[config.mk]
export PLATFORM = sky130hd
export DESIGN_NAME = tmoc_ctrl
export DESIGN_NICKNAME = d
export VERILOG_FILES = /design/src/pkg/tmoc_pkg.sv /design/src/core/tmoc_ctrl.sv
export SDC_FILE = /design/constraint.sdc
export NUM_CORES = 1
export LEC_CHECK = 0
export BUFFER_PORTS_ARGS = -buffer_cell sky130_fd_sc_hd__buf_2
export CAP_MARGIN = 10
export CORE_MARGIN = 2
export CORE_UTILIZATION = 48
export DETAILED_ROUTE_END_ITERATION = 6
export PLACE_DENSITY = 0.88
export SLEW_MARGIN = 20
export SYNTH_ARGS = -nofsm -noshare
export SYNTH_HDL_FRONTEND = slang
export SYNTH_SLANG_ARGS = --single-unit
export TNS_END_PERCENT = 1
[constraint.sdc]
create_clock -name ref_clk -period 3.32 [get_ports ref_clk]
set_input_delay 0.498 -clock ref_clk [delete_from_list [all_inputs] [get_ports ref_clk]]
set_output_delay 0.498 -clock ref_clk [all_outputs]
set_load 0.02 [all_outputs]
[src/pkg/tmoc_pkg.sv]
package tmoc_pkg;

   // ==========================================================
   // register map (byte addresses)
   // ==========================================================
   localparam logic [7:0] FORCE_CTRL_ADDR = 8'h2C;
   localparam logic [7:0] CAP_CLK_CTRL_ADDR = 8'h2D;
   localparam logic [7:0] ACT_MODE_CTRL_ADDR = 8'h2E;
   localparam logic [7:0] CTRL_RESET = 8'h00;
   localparam logic [7:0] CTRL_A_MASK = 8'hF3;
   localparam logic [7:0] CTRL_B_MASK = 8'hDF;

   // ==========================================================
   // field positions
   // ==========================================================
   localparam int ACT_A_HI = 7;
   localparam int ACT_A_LO = 6;
   localparam int ACT_B_HI = 5;
   localparam int ACT_B_LO = 4;
   localparam int MODE_LO_HI = 1;
   localparam int MODE_LO_LO = 0;
   localparam int FILTER_BIT = 7;
   localparam int EDGE_BIT = 6;
   localparam int MODE_HI_HI = 4;
   localparam int MODE_HI_LO = 3;
   localparam int TSRC_HI = 2;
   localparam int TSRC_LO = 0;
   localparam int FORCE_A_BIT = 7;
   localparam int FORCE_B_BIT = 6;

   // ==========================================================
   // waveform modes, tops, clock sources
   // ==========================================================
   localparam logic [3:0] WM_NORMAL = 4'h0;
   localparam logic [3:0] WM_PC8 = 4'h1;
   localparam logic [3:0] WM_PC9 = 4'h2;
   localparam logic [3:0] WM_PC10 = 4'h3;
   localparam logic [3:0] WM_CTC_CMP = 4'h4;
   localparam logic [3:0] WM_FP8 = 4'h5;
   localparam logic [3:0] WM_FP9 = 4'h6;
   localparam logic [3:0] WM_FP10 = 4'h7;
   localparam logic [3:0] WM_PFC_CAP = 4'h8;
   localparam logic [3:0] WM_PFC_CMP = 4'h9;
   localparam logic [3:0] WM_PC_CAP = 4'hA;
   localparam logic [3:0] WM_PC_CMP = 4'hB;
   localparam logic [3:0] WM_CTC_CAP = 4'hC;
   localparam logic [3:0] WM_FP_CAP = 4'hE;
   localparam logic [3:0] WM_FP_CMP = 4'hF;
   localparam logic [15:0] TOP_MAX = 16'hFFFF;
   localparam logic [15:0] TOP_8 = 16'h00FF;
   localparam logic [15:0] TOP_9 = 16'h01FF;
   localparam logic [15:0] TOP_10 = 16'h03FF;
   localparam logic [15:0] BOTTOM = 16'h0000;

   localparam logic [2:0] TS_STOP = 3'h0;
   localparam logic [2:0] TS_DIV1 = 3'h1;
   localparam logic [2:0] TS_DIV8 = 3'h2;
   localparam logic [2:0] TS_DIV64 = 3'h3;
   localparam logic [2:0] TS_DIV256 = 3'h4;
   localparam logic [2:0] TS_DIV1024 = 3'h5;
   localparam logic [2:0] TS_EXT_FALL = 3'h6;
   localparam logic [2:0] TS_EXT_RISE = 3'h7;
   localparam logic [9:0] DIV8_MASK = 10'h007;
   localparam logic [9:0] DIV64_MASK = 10'h03F;
   localparam logic [9:0] DIV256_MASK = 10'h0FF;
   localparam logic [9:0] DIV1024_MASK = 10'h3FF;
   localparam logic [9:0] PRESC_ONE = 10'h001;

   localparam logic [1:0] ACT_OFF = 2'h0;
   localparam logic [1:0] ACT_TOGGLE = 2'h1;
   localparam logic [3:0] FILT_ALL_ONE = 4'hF;
   localparam logic [3:0] FILT_ALL_ZERO = 4'h0;

   typedef enum logic [1:0] {WC_NONPWM, WC_FAST, WC_PHASE, WC_RSVD} tmoc_class_t;
   typedef enum logic [1:0] {PT_IMM, PT_MAX, PT_TOP, PT_BOT} tmoc_point_t;
   typedef enum logic [1:0] {TOP_FIXED, TOP_CMP_A, TOP_CAPTURE} tmoc_tsrc_t;

   typedef struct packed {
      tmoc_class_t cls;
      tmoc_tsrc_t tsrc;
      logic [15:0] fixed_top;
      tmoc_point_t upd_at;
      tmoc_point_t ovf_at;
   } tmoc_mode_t;

   typedef struct packed {
      logic [15:0] count_value;
      logic count_down;
      logic [15:0] compare_value_a;
      logic [15:0] compare_value_b;
      logic [15:0] capture_value;
   } tmoc_timer_in_t;

endpackage

[src/core/tmoc_ctrl.sv]
// Contract
// - nonzero action field routes waveform to pin
// - non-PWM: off, toggle, clear, set on match
// - fast PWM: 10 non-inverting, 11 inverting
// - PWM action 01: off, or A toggles
// - fast PWM: match at TOP ignored
// - dual-slope: clear up, set down, or reverse
// - mode field from control A and B
// - normal and CLEAR_ON_MATCH_MODE tops, immediate update
// - phase-correct tops, update TOP, flag BOTTOM
// - fast PWM tops, update and flag TOP
// - PFC tops, update and flag BOTTOM
// - filter needs four equal capture samples
// - edge bit: zero falling, one rising
// - capture edge copies count, sets flag
// - capture off when capture is TOP
// - clock select: stop, prescale, external edges
// - external pin counts even as output
// - force bit applies match, non-PWM only
// - force: no flag, no clear, reads zero
//
// Added by the designer: strobed register access.
module tmoc_ctrl
   import tmoc_pkg::*;
(
   input wire logic ref_clk,
   input wire logic nrst,
   input wire logic [7:0] reg_addr,
   input wire logic [7:0] reg_wdata,
   input wire logic reg_write,
   input wire logic reg_read,
   output logic [7:0] reg_rdata,
   input wire tmoc_timer_in_t timer_in,
   input wire logic ext_count_pin,
   input wire logic capture_pin,
   input wire logic dir_out_a,
   input wire logic dir_out_b,
   output logic count_tick,
   output logic [15:0] top_value,
   output logic [1:0] upd_point,
   output logic [1:0] ovf_point,
   output logic match_a,
   output logic match_b,
   output logic capture_flag,
   output logic [15:0] capture_word,
   output logic compare_out_a,
   output logic compare_out_b,
   output logic pin_sel_a,
   output logic pin_sel_b,
   output logic pin_oe_a,
   output logic pin_oe_b
);

   // ==========================================================
   // state
   // ==========================================================
   typedef struct packed {
      logic [7:0] ctrl_a;
      logic [7:0] ctrl_b;
      logic [7:0] rdata;
      logic [9:0] presc;
      logic tick;
      logic ext_prev;
      logic [3:0] samples;
      logic cap_in;
      logic cap_prev;
      logic cap_flag;
      logic [15:0] cap_word;
      logic [15:0] top;
      logic [1:0] upd;
      logic [1:0] ovf;
      logic hit_a;
      logic hit_b;
      logic [1:0] wave;
      logic [1:0] sel;
      logic [1:0] oe;
   } tmoc_state_t;

   tmoc_state_t state_reg;
   tmoc_state_t state_next;

   // ==========================================================
   // mode decode
   // ==========================================================
   function automatic tmoc_mode_t decode(input logic [3:0] m);
      tmoc_mode_t d;
      d = '{cls: WC_NONPWM, tsrc: TOP_FIXED, fixed_top: TOP_MAX, upd_at: PT_IMM, ovf_at: PT_MAX};
      case (m)
         WM_NORMAL: d.cls = WC_NONPWM;
         WM_CTC_CMP: d.tsrc = TOP_CMP_A;
         WM_CTC_CAP: d.tsrc = TOP_CAPTURE;
         WM_PC8, WM_PC9, WM_PC10, WM_PC_CAP, WM_PC_CMP:
         begin
            d.cls = WC_PHASE;
            d.upd_at = PT_TOP;
            d.ovf_at = PT_BOT;
            d.fixed_top = (m == WM_PC8) ? TOP_8 : (m == WM_PC9) ? TOP_9 : TOP_10;
            d.tsrc = (m == WM_PC_CAP) ? TOP_CAPTURE : (m == WM_PC_CMP) ? TOP_CMP_A : TOP_FIXED;
         end
         WM_FP8, WM_FP9, WM_FP10, WM_FP_CAP, WM_FP_CMP:
         begin
            d.cls = WC_FAST;
            d.upd_at = PT_TOP;
            d.ovf_at = PT_TOP;
            d.fixed_top = (m == WM_FP8) ? TOP_8 : (m == WM_FP9) ? TOP_9 : TOP_10;
            d.tsrc = (m == WM_FP_CAP) ? TOP_CAPTURE : (m == WM_FP_CMP) ? TOP_CMP_A : TOP_FIXED;
         end
         WM_PFC_CAP, WM_PFC_CMP:
         begin
            d.cls = WC_PHASE;
            d.upd_at = PT_BOT;
            d.ovf_at = PT_BOT;
            d.tsrc = (m == WM_PFC_CAP) ? TOP_CAPTURE : TOP_CMP_A;
         end
         default: d.cls = WC_RSVD;
      endcase
      return d;
   endfunction

   // ==========================================================
   // waveform action for one channel
   // ==========================================================
   function automatic logic wave_step(input logic cur, input logic [1:0] act,
                                      input tmoc_class_t cls, input logic hit,
                                      input logic bot, input logic down, input logic tog_ok);
      logic nxt;
      nxt = cur;
      case (cls)
         WC_NONPWM:
         begin
            if (hit && act == ACT_TOGGLE)
               nxt = ~cur;
            else if (hit && act[1])
               nxt = act[0];
         end
         WC_FAST:
         begin
            // match first, then BOTTOM; both at once only when compare is BOTTOM
            if (act[1] && hit)
               nxt = act[0];
            if (act[1] && bot)
               nxt = ~act[0];
            if (act == ACT_TOGGLE && tog_ok && hit)
               nxt = ~cur;
         end
         WC_PHASE:
         begin
            if (act[1] && hit)
               nxt = down ? ~act[0] : act[0];
            if (act == ACT_TOGGLE && tog_ok && hit)
               nxt = ~cur;
         end
         default: nxt = cur;
      endcase
      return nxt;
   endfunction

   // ==========================================================
   // next state
   // ==========================================================
   tmoc_mode_t md;
   logic [3:0] mode_sel;
   logic [1:0] act [2];
   logic [15:0] cmp [2];
   logic [1:0] force_hit;
   logic [1:0] raw_hit;
   logic at_bottom;
   logic [15:0] top_now;
   logic ext_edge;
   logic cap_edge;
   logic cap_enabled;
   logic wr_force;

   always_comb
   begin
      state_next = state_reg;
      mode_sel = {state_reg.ctrl_b[MODE_HI_HI:MODE_HI_LO],
                  state_reg.ctrl_a[MODE_LO_HI:MODE_LO_LO]};
      md = decode(mode_sel);
      act[0] = state_reg.ctrl_a[ACT_A_HI:ACT_A_LO];
      act[1] = state_reg.ctrl_a[ACT_B_HI:ACT_B_LO];
      cmp[0] = timer_in.compare_value_a;
      cmp[1] = timer_in.compare_value_b;
      case (md.tsrc)
         TOP_CMP_A: top_now = timer_in.compare_value_a;
         TOP_CAPTURE: top_now = timer_in.capture_value;
         default: top_now = md.fixed_top;
      endcase
      state_next.top = top_now;
      state_next.upd = md.upd_at;
      state_next.ovf = md.ovf_at;

      // register port; force bits are strobes and never stored
      wr_force = reg_write && reg_addr == FORCE_CTRL_ADDR;
      if (reg_write && reg_addr == ACT_MODE_CTRL_ADDR)
         state_next.ctrl_a = reg_wdata & CTRL_A_MASK;
      if (reg_write && reg_addr == CAP_CLK_CTRL_ADDR)
         state_next.ctrl_b = reg_wdata & CTRL_B_MASK;
      state_next.rdata = CTRL_RESET;
      if (reg_read && reg_addr == ACT_MODE_CTRL_ADDR)
         state_next.rdata = state_reg.ctrl_a;
      if (reg_read && reg_addr == CAP_CLK_CTRL_ADDR)
         state_next.rdata = state_reg.ctrl_b;

      // prescaler runs free; external pin sampled regardless of its direction
      state_next.presc = state_reg.presc + PRESC_ONE;
      state_next.ext_prev = ext_count_pin;
      ext_edge = 1'b0;
      case (state_reg.ctrl_b[TSRC_HI:TSRC_LO])
         TS_STOP: state_next.tick = 1'b0;
         TS_DIV1: state_next.tick = 1'b1;
         TS_DIV8: state_next.tick = (state_reg.presc & DIV8_MASK) == DIV8_MASK;
         TS_DIV64: state_next.tick = (state_reg.presc & DIV64_MASK) == DIV64_MASK;
         TS_DIV256: state_next.tick = (state_reg.presc & DIV256_MASK) == DIV256_MASK;
         TS_DIV1024: state_next.tick = state_reg.presc == DIV1024_MASK;
         TS_EXT_FALL: ext_edge = state_reg.ext_prev && !ext_count_pin;
         TS_EXT_RISE: ext_edge = !state_reg.ext_prev && ext_count_pin;
         default: state_next.tick = 1'b0;
      endcase
      if (state_reg.ctrl_b[TSRC_HI:TSRC_LO] >= TS_EXT_FALL)
         state_next.tick = ext_edge;

      // capture input: optional four-sample filter, then edge pick
      state_next.samples = {state_reg.samples[2:0], capture_pin};
      if (!state_reg.ctrl_b[FILTER_BIT])
         state_next.cap_in = capture_pin;
      else if (state_reg.samples == FILT_ALL_ONE)
         state_next.cap_in = 1'b1;
      else if (state_reg.samples == FILT_ALL_ZERO)
         state_next.cap_in = 1'b0;
      state_next.cap_prev = state_reg.cap_in;
      cap_enabled = md.tsrc != TOP_CAPTURE;
      cap_edge = state_reg.ctrl_b[EDGE_BIT] ? (state_reg.cap_in && !state_reg.cap_prev)
                                            : (!state_reg.cap_in && state_reg.cap_prev);
      state_next.cap_flag = cap_edge && cap_enabled;
      if (cap_edge && cap_enabled)
         state_next.cap_word = timer_in.count_value;

      // compare matches on the timer tick; force only in non-PWM modes
      at_bottom = state_reg.tick && timer_in.count_value == BOTTOM;
      force_hit[0] = wr_force && reg_wdata[FORCE_A_BIT] && md.cls == WC_NONPWM;
      force_hit[1] = wr_force && reg_wdata[FORCE_B_BIT] && md.cls == WC_NONPWM;
      for (int i = 0; i < 2; i++)
      begin
         raw_hit[i] = state_reg.tick && timer_in.count_value == cmp[i];
         if (md.cls == WC_FAST && act[i][1] && cmp[i] == top_now)
            raw_hit[i] = 1'b0;
         state_next.wave[i] = wave_step(state_reg.wave[i], act[i], md.cls,
                                        raw_hit[i] || force_hit[i], at_bottom,
                                        timer_in.count_down,
                                        i == 0 && mode_sel[3]);
         state_next.sel[i] = act[i] != ACT_OFF;
         if (md.cls != WC_NONPWM && act[i] == ACT_TOGGLE && !(i == 0 && mode_sel[3]))
            state_next.sel[i] = 1'b0;
         state_next.oe[i] = state_next.sel[i] && (i == 0 ? dir_out_a : dir_out_b);
      end
      // flags and counter clear see true matches only, never a force
      state_next.hit_a = raw_hit[0];
      state_next.hit_b = raw_hit[1];
   end

   // ==========================================================
   // registers
   // ==========================================================
   always_ff @(posedge ref_clk)
   begin
      if (!nrst)
         state_reg <= '0;
      else
         state_reg <= state_next;
   end

   assign reg_rdata = state_reg.rdata;
   assign count_tick = state_reg.tick;
   assign top_value = state_reg.top;
   assign upd_point = state_reg.upd;
   assign ovf_point = state_reg.ovf;
   assign match_a = state_reg.hit_a;
   assign match_b = state_reg.hit_b;
   assign capture_flag = state_reg.cap_flag;
   assign capture_word = state_reg.cap_word;
   assign compare_out_a = state_reg.wave[0];
   assign compare_out_b = state_reg.wave[1];
   assign pin_sel_a = state_reg.sel[0];
   assign pin_sel_b = state_reg.sel[1];
   assign pin_oe_a = state_reg.oe[0];
   assign pin_oe_b = state_reg.oe[1];
endmodule

==> results of run 1 <==
-- layout by cell type (no fill, tap or decap), types with 17 or more instances in the layout --
master	synthesis	layout
a21oi_1	34	33
and2_1	17	17
buf_2	7	142
buf_4	46	28
dfxtp_1	83	80
inv_1	21	21
mux2i_1	25	25
nand2_1	40	40
nand3_1	22	22
nor2_1	75	74
o21ai_0	19	17
xnor2_1	21	21
xor2_1	35	35
-- report_power, final --
part | total, mW | internal (mW) | switching, mW | leakage (nW)
Combinational | 0.304 | 0.119 | 0.185 | 1.89
Clock | 0.785 | 0.363 | 0.422 | 0.108
Sequential | 1.03 | 1.02 | 0.0144 | 0.679
Total | 2.12 | 1.50 | 0.622 | 2.68
-- layout make-up --
type | count | area [µm²]
clock buffer | 9 | 124
fill | 931 | 4270
inverter | 22 | 82.6
timing repair buffer | 172 | 961
multi-input combinational | 444 | 3020
clock inverter | 7 | 83.8
antenna | 1 | 2.50
tap | 136 | 170
sequential | 83 | 1670
-- cell families (layout without fill, tap and decap cells) --
family | Yosys count | after routing | share of synthesized area
fa+ha+maj | 7 | 7 | 0.0171
simple gates | 233 | 233 | 0.237
other cells | 0 | 1 | 0
xor+xnor | 56 | 56 | 0.0957
buf+inv | 92 | 210 | 0.104
flops | 83 | 83 | 0.324
mux | 26 | 26 | 0.0510
compound gates | 122 | 122 | 0.171
-- worst min path at each step --
stage | end | slack (ps) | depth (start not counted)
after CTS | pin_oe_b$_SDFF_PN0_ | 340 | 2
final | pin_oe_b$_SDFF_PN0_ | 350 | 2
after detailed placement | state_next[50]$_SDFF_PN0_ | 450 | 1
after global placement | state_reg[53]$_SDFF_PN0_ | 440 | 1
after global routing | pin_oe_a$_SDFF_PN0_ | 340 | 2
after floorplan | state_next[50]$_SDFF_PN0_ | 420 | 1
-- stage by stage --
step,TNS (ps),cells
finish,0,874
CTS,0,872
detailed placement,-194,856
floorplan,0,619
global route,-14.8,873
global placement,0,856
-- metal layers --
metal | part of all wire | vias up
met4 | 0.025 | 0
met1 | 0.41 | 2369
li1 | - | 2369
met3 | 0.093 | 38
met5 | 0 | -
met2 | 0.47 | 255
-- timing repair --
action | 4_1_cts | 5_1_grt
pin swaps | 1 | 4
gates resized for setup | 5 | 15
setup buffers | 0 | 1
endpoints found under the setup margin | 1 | 2
==> insert_results.sql, run 1 <==
INSERT INTO impl_metrics (metric_group, metric, value, unit) VALUES
('cts', 'ctsRootBufferMaster', 'clkbuf_8', ''),
('worst_setup_path', 'path_buf_inv', '1', ''),
('worst_setup_path', 'kind_of_cell_adding_the_most_delay_to_the_critical_path', 'simple AND/OR/NAND/NOR gates', ''),
('yosys', 'synthesis.yosys.warnings', '0', ''),
('yosys', 'ys_seq_area_frac', '0.324', ''),
('grt', 'grt_start_max_net_pins', '55', ''),
('worst_setup_path', 'crit-reg2reg-capture', 'compare_out_a$_SDFFE_PN0P_', ''),
('yosys', 'yosys.cell_types.count', '69', ''),
('cts', 'clkLatencyLatePin', '370', 'ps'),
('floorplan', 'num_rows', '37', ''),
('worst_setup_path', 'critPathArrivalTime', '3420', 'ps'),
('sta', 'final-hold-violation-count', '0', ''),
('cts', 'cts_buffer_depth', '2', ''),
('routing', 'detail-route-antenna-nets', '0', ''),
('yosys', 'synth_nets', '715', ''),
('place', 'post-place-ws', '-194', 'ps'),
('cells_and_area', 'final_core_utilization', '0.589', ''),
('worst_hold_path', 'hp-start', 'dir_out_b', ''),
('power_and_ir_drop', 'worst_ir_drop_vdd', '0.228', 'mV'),
('flow_run', 'drv_cap', '0', ''),
('floorplan', 'start_util', '0.494', ''),
('power_and_ir_drop', 'total_power', '2.12', 'mW'),
('grt', 'top_usage_layer', 'met2', ''),
('place', 'gp_congestion', '0.962', ''),
('place', 'port-buffer-count', '142', ''),
('worst_setup_path', 'r2r_cells', '15', ''),
('sta', 'max_freq', '317', 'MHz'),
('yosys', 'synthDominantCellAreaShare', '0.324', ''),
('yosys', 'netlist.top_cell.by_area', 'dfxtp_1', ''),
('yosys', 'netlist_instances', '619', ''),
('routing', 'drt_first_iter_violations', '489', ''),
('grt', 'grt_overflow_total', '0', ''),
('routing', 'via_total_after_detailed_routing', '5031', ''),
('sta', 'clock_skew', '16.9', 'ps'),
('yosys', 'synth_edf_count', '0', ''),
('sta', 'max_slew.worst_pin.slew', '949', 'ps'),
('grt', 'grt_first_pass_wirelength', '23500', 'µm'),
('worst_setup_path', 'critPathMostFrequentCell', 'o21ai_2', ''),
('cts', 'cts_sinks', '83', ''),
('power_and_ir_drop', 'cellPowerDensity', '348', 'nW/µm²'),
('cts', 'clk_transition_reported_paths', '90', 'ps'),
('yosys', 'synth_area_leaders', 'dfxtp_1 (32%), buf_4 (6.7%), xor2_1 (6.0%)', ''),
('floorplan', 'die_w', '107', 'µm'),
('worst_setup_path', 'critPathRequiredTime', '3580', 'ps'),
('place', 'place_hpwl', '11500', 'µm'),
('routing', 'routed_wl', '15000', 'µm'),
('floorplan', 'io_pins', '143', ''),
('cts', 'cts.hold.buffers_added', '0', ''),
('yosys', 'synth_area_per_cell', '8.28', 'µm²'),
('grt', 'antenna_found_initial', '0', ''),
('worst_setup_path', 'critical_path.max_fanout', '12', ''),
('floorplan', 'die_area', '11500', 'µm²'),
('yosys', 'synthArstFlopShare', '0', ''),
('cts', 'cts_tree', 'built', ''),
('cells_and_area', 'layout-area-overhead-vs-synth', '19.1', '%'),
('worst_setup_path', 'reg2reg_from', 'mode_sel[3]$_SDFFE_PN0P_', ''),
('yosys', 'yosys_register_bits', '83', ''),
('run_status', 'status', 'completed', ''),
('worst_setup_path', 'critPathLaunchType', 'flip-flop', ''),
('routing', 'routed_wire_length_per_instance', '17.2', 'µm'),
('yosys', 'mappedNetlistArea', '5130', 'µm²'),
('worst_setup_path', 'critical-path-max-stage-delay', '450', 'ps'),
('cts', 'cts_inserted_buffers', '9', ''),
('worst_setup_path', 'path_class', 'flip-flop to flip-flop', ''),
('place', 'dpl_cell_area', '5800', 'µm²'),
('sta', 'finalHoldWorstSlack', '345', 'ps'),
('cts', 'clock_tree.htree_level_count', '3', ''),
('floorplan', 'floorplan.core_area', '10400', 'µm²'),
('yosys', 'postSynth.topFlopCell', 'dfxtp_1', ''),
('worst_setup_path', 'worstSetupEndpointType', 'flip-flop', ''),
('worst_setup_path', 'critical_path_depth', '15', '');
Power figures use the tool's default switching activity.
==> run 2: changes to the inputs <==
--- a/config.mk
+++ b/config.mk
@@ -11,6 +11,7 @@
 export CORE_UTILIZATION = 48
 export DETAILED_ROUTE_END_ITERATION = 6
 export PLACE_DENSITY = 0.88
+export REMOVE_ABC_BUFFERS = 1
 export SLEW_MARGIN = 20
 export SYNTH_ARGS = -nofsm -noshare
 export SYNTH_HDL_FRONTEND = slang
==> insert_results.sql, run 2 (synthesis results as in run 1) <==
INSERT INTO impl_metrics (metric_group, metric, value, unit) VALUES
('run_status', 'status', 'completed', ''),
('worst_setup_path', 'regToRegSetupSlack', '130', 'ps'),
('worst_setup_path', 'critPathLaunchType', 'flip-flop', ''),
('worst_setup_path', 'slowest_stage', 'or4_1', ''),
('cts', 'clock_tree.htree_level_count', '3', ''),
('place', 'gp_congestion', '1.02', ''),
('power_and_ir_drop', 'cellPowerDensity', '360', 'nW/µm²'),
('cells_and_area', 'layout-area-overhead-vs-synth', '19.5', '%'),
('worst_setup_path', 'worstSetupEndpointType', 'flip-flop', ''),
('power_and_ir_drop', 'share_clk_of_total_power', '0.393', ''),
('floorplan', 'die_area', '11500', 'µm²'),
('cts', 'ctsRootBufferMaster', 'clkbuf_8', ''),
('floorplan', 'dieHeight', '107', 'µm'),
('cells_and_area', 'flip_flop_count_of_the_largest_register_after_layout', '18', ''),
('routing', 'routed_wl', '15000', 'µm'),
('worst_setup_path', 'crit-reg2reg-capture', 'compare_out_a$_SDFFE_PN0P_', ''),
('sta', 'setup_violations', '0', ''),
('cells_and_area', 'mostFrequentLayoutCells', 'buf_2 (142), dfxtp_1 (80), nor2_1 (75)', ''),
('worst_setup_path', 'critPathMostFrequentCell', 'nand3_1', ''),
('power_and_ir_drop', 'worst_ir_drop_vdd', '0.258', 'mV'),
('power_and_ir_drop', 'total_switching_power', '0.632', 'mW'),
('worst_hold_path', 'worstHoldPathCells', '2', ''),
('worst_hold_path', 'hold_path_end', 'pin_oe_a$_SDFF_PN0_', ''),
('power_and_ir_drop', 'power.share.sequential', '0.468', ''),
('flow_run', 'drv_cap', '0', ''),
('routing', 'drt-pass1-iter-count', '6', ''),
('cells_and_area', 'num-nets-final', '822', ''),
('sta', 'finalWorstPathRequiredPeriod', '3190', 'ps'),
('sta', 'timing.final.crit_share', '0.960', ''),
('sta', 'finalHoldWorstSlack', '321', 'ps'),
('sta', 'setup_ws', '134', 'ps'),
('worst_setup_path', 'reg2reg_from', 'mode_sel[3]$_SDFFE_PN0P_', ''),
('sta', 'max_freq', '314', 'MHz'),
('routing', 'detail-route-antenna-nets', '0', ''),
('power_and_ir_drop', 'cellInternalPower', '1.58', 'mW'),
('grt', 'via_count_of_the_first_global_routing_pass', '4745', ''),
('sta', 'rsz0062_at_grt', 'yes', ''),
('grt', 'grt_overflow_total', '0', ''),
('floorplan', 'io_pins', '143', ''),
('floorplan', 'start_util', '0.494', ''),
('cts', 'clkLatencyLatePin', '380', 'ps'),
('floorplan', 'num_rows', '37', ''),
('grt', 'grt.total_usage', '0.266', ''),
('place', 'post-place-ws', '1.69', 'ps'),
('floorplan', 'floorplan.core_area', '10400', 'µm²'),
('worst_setup_path', 'critPathArrivalTime', '3470', 'ps'),
('routing', 'via_per_inst', '5.72', ''),
('worst_setup_path', 'r2r_cells', '16', ''),
('power_and_ir_drop', 'part_of_the_total_power_dissipated_in_combinational_logic', '0.139', ''),
('sta', 'max-slew-margin-rel', '0.384', ''),
('routing', 'routed_wire_length_per_instance', '17.3', 'µm'),
('cts', 'cts_tree', 'built', ''),
('place', 'place_hpwl', '11400', 'µm'),
('cts', 'cts_sinks', '83', ''),
('power_and_ir_drop', 'p_sw_frac', '0.286', ''),
('sta', 'final-hold-violation-count', '0', ''),
('worst_setup_path', 'critical_path.cell_chain', 'buf_6 > nand2b_1 > inv_1 > ha_2 > buf_12 > buf_4 > nand2_1 > nand3_1 > nand3_1 > a2111oi_4 > nand3_2 > o21ai_2 > nand4b_1 > o211a_1 > or4_1 > and4_1', ''),
('grt', 'grt_start_max_net_pins', '55', ''),
('worst_setup_path', 'critical-path-max-stage-delay', '450', 'ps'),
('floorplan', 'die_w', '107', 'µm'),
('place', 'port-buffer-count', '142', ''),
('sta', 'clock_skew', '9.16', 'ps'),
('power_and_ir_drop', 'leakagePower', '2.66', 'nW'),
('cts', 'clk_transition_reported_paths', '100', 'ps'),
('cts', 'cts_inserted_buffers', '9', ''),
('worst_setup_path', 'path_class', 'flip-flop to flip-flop', ''),
('cells_and_area', 'layout_commonest_cell', 'buf_2', ''),
('cells_and_area', 'num_antenna_cells', '0', ''),
('worst_setup_path', 'critPathRequiredTime', '3600', 'ps'),
('grt', 'antenna_found_initial', '0', ''),
('worst_setup_path', 'startpoint', 'mode_sel[3]$_SDFFE_PN0P_', ''),
('worst_hold_path', 'hp-start', 'dir_out_a', ''),
('cts', 'cts_buffer_depth', '2', ''),
('sta', 'max_slew.worst_pin.slew', '922', 'ps'),
('worst_hold_path', 'holdCritPathClass', 'input pin to flip-flop', ''),
('routing', 'drt_first_iter_violations', '404', ''),
('grt', 'grt_first_pass_wirelength', '23900', 'µm'),
('cells_and_area', 'drive_gt1_frac', '0.291', ''),
('routing', 'via_total_after_detailed_routing', '4955', ''),
('cells_and_area', 'fillers', '931', ''),
('worst_setup_path', 'path_buf_inv', '4', ''),
('worst_setup_path', 'kind_of_cell_adding_the_most_delay_to_the_critical_path', 'simple AND/OR/NAND/NOR gates', ''),
('worst_setup_path', 'critical_path.max_fanout', '18', ''),
('routing', 'post-route-drc-count', '0', ''),
('sta', 'finalMaxSlewViolations', '0', '');
run 2: per-stage QoR:
| step | std cells | TNS (ps) | instance area [µm²] | util | total power [mW] |
|---|---|---|---|---|---|
| 3_3_place_gp | 850 | 0 | 5770 | 0.556 | 1.35 |
| 2_1_floorplan | 549 | -346 | 4680 | - | 1.20 |
| 5_1_grt | 867 | -136 | 6130 | 0.591 | 2.29 |
| 4_1_cts | 866 | 0 | 6000 | 0.579 | 2.21 |
| 6_report | 867 | 0 | 6130 | 0.591 | 2.21 |
| 3_5_place_dp | 850 | 0 | 5770 | 0.556 | 1.35 |
run 2: worst register-to-register path: stages (launching register included):
cell	delay (ps)
dfxtp_2	360
buf_6	150
nand2b_1	110
inv_1	80
ha_2	210
buf_12	190
buf_4	170
nand2_1	60
nand3_1	90
nand3_1	120
a2111oi_4	370
nand3_2	160
o21ai_2	140
nand4b_1	100
o211a_1	150
or4_1	450
and4_1	180
run 2: area by class of cell:
type                    instances  area, µm²  area share
flip-flops and latches         83       1670       0.272
multi-input cells             444       3040       0.497
inverters                      22       86.3      0.0141
well taps                     136        170      0.0278
repair buffers                166        932       0.152
clock buffers                   9        124      0.0202
clock inverters                 7        108      0.0176
run 2: power by group through the flow:
stage               registers, mW  logic (mW)  clock network [mW]
detailed placement           1.06       0.294                   0
finish                       1.03       0.306               0.868
floorplan                    1.08       0.116                   0
global route                 1.04       0.329               0.922
CTS                          1.03       0.295               0.880
global placement             1.06       0.293                   0
run 2: worst max path at each step:
stage / endpoint / slack (ps) / depth (start not counted)
after floorplan: compare_out_a$_SDFFE_PN0P_ / -350 / 13
final: compare_out_a$_SDFFE_PN0P_ / 130 / 16
after global placement: compare_out_b$_SDFFE_PN0P_ / 100 / 16
after CTS: compare_out_a$_SDFFE_PN0P_ / 20 / 16
after global routing: compare_out_b$_SDFFE_PN0P_ / -80 / 16
after detailed placement: compare_out_b$_SDFFE_PN0P_ / 2 / 16
run 2: timing repair:
item | CTS | global route
resized for setup | 1 | 25
hold buffers | 0 | 0
pin swaps | 0 | 8
setup endpoints to repair | 1 | 2
buffers inserted | 0 | 1
run 2: per-layer routing:
metal  vias up  wire (µm)  global-route usage
li1       2369          -                   -
met2       233       7230               0.430
met3        46       1080              0.0569
met4         0        462               0.112
met5         -          0                   0
met1      2307       6240               0.345
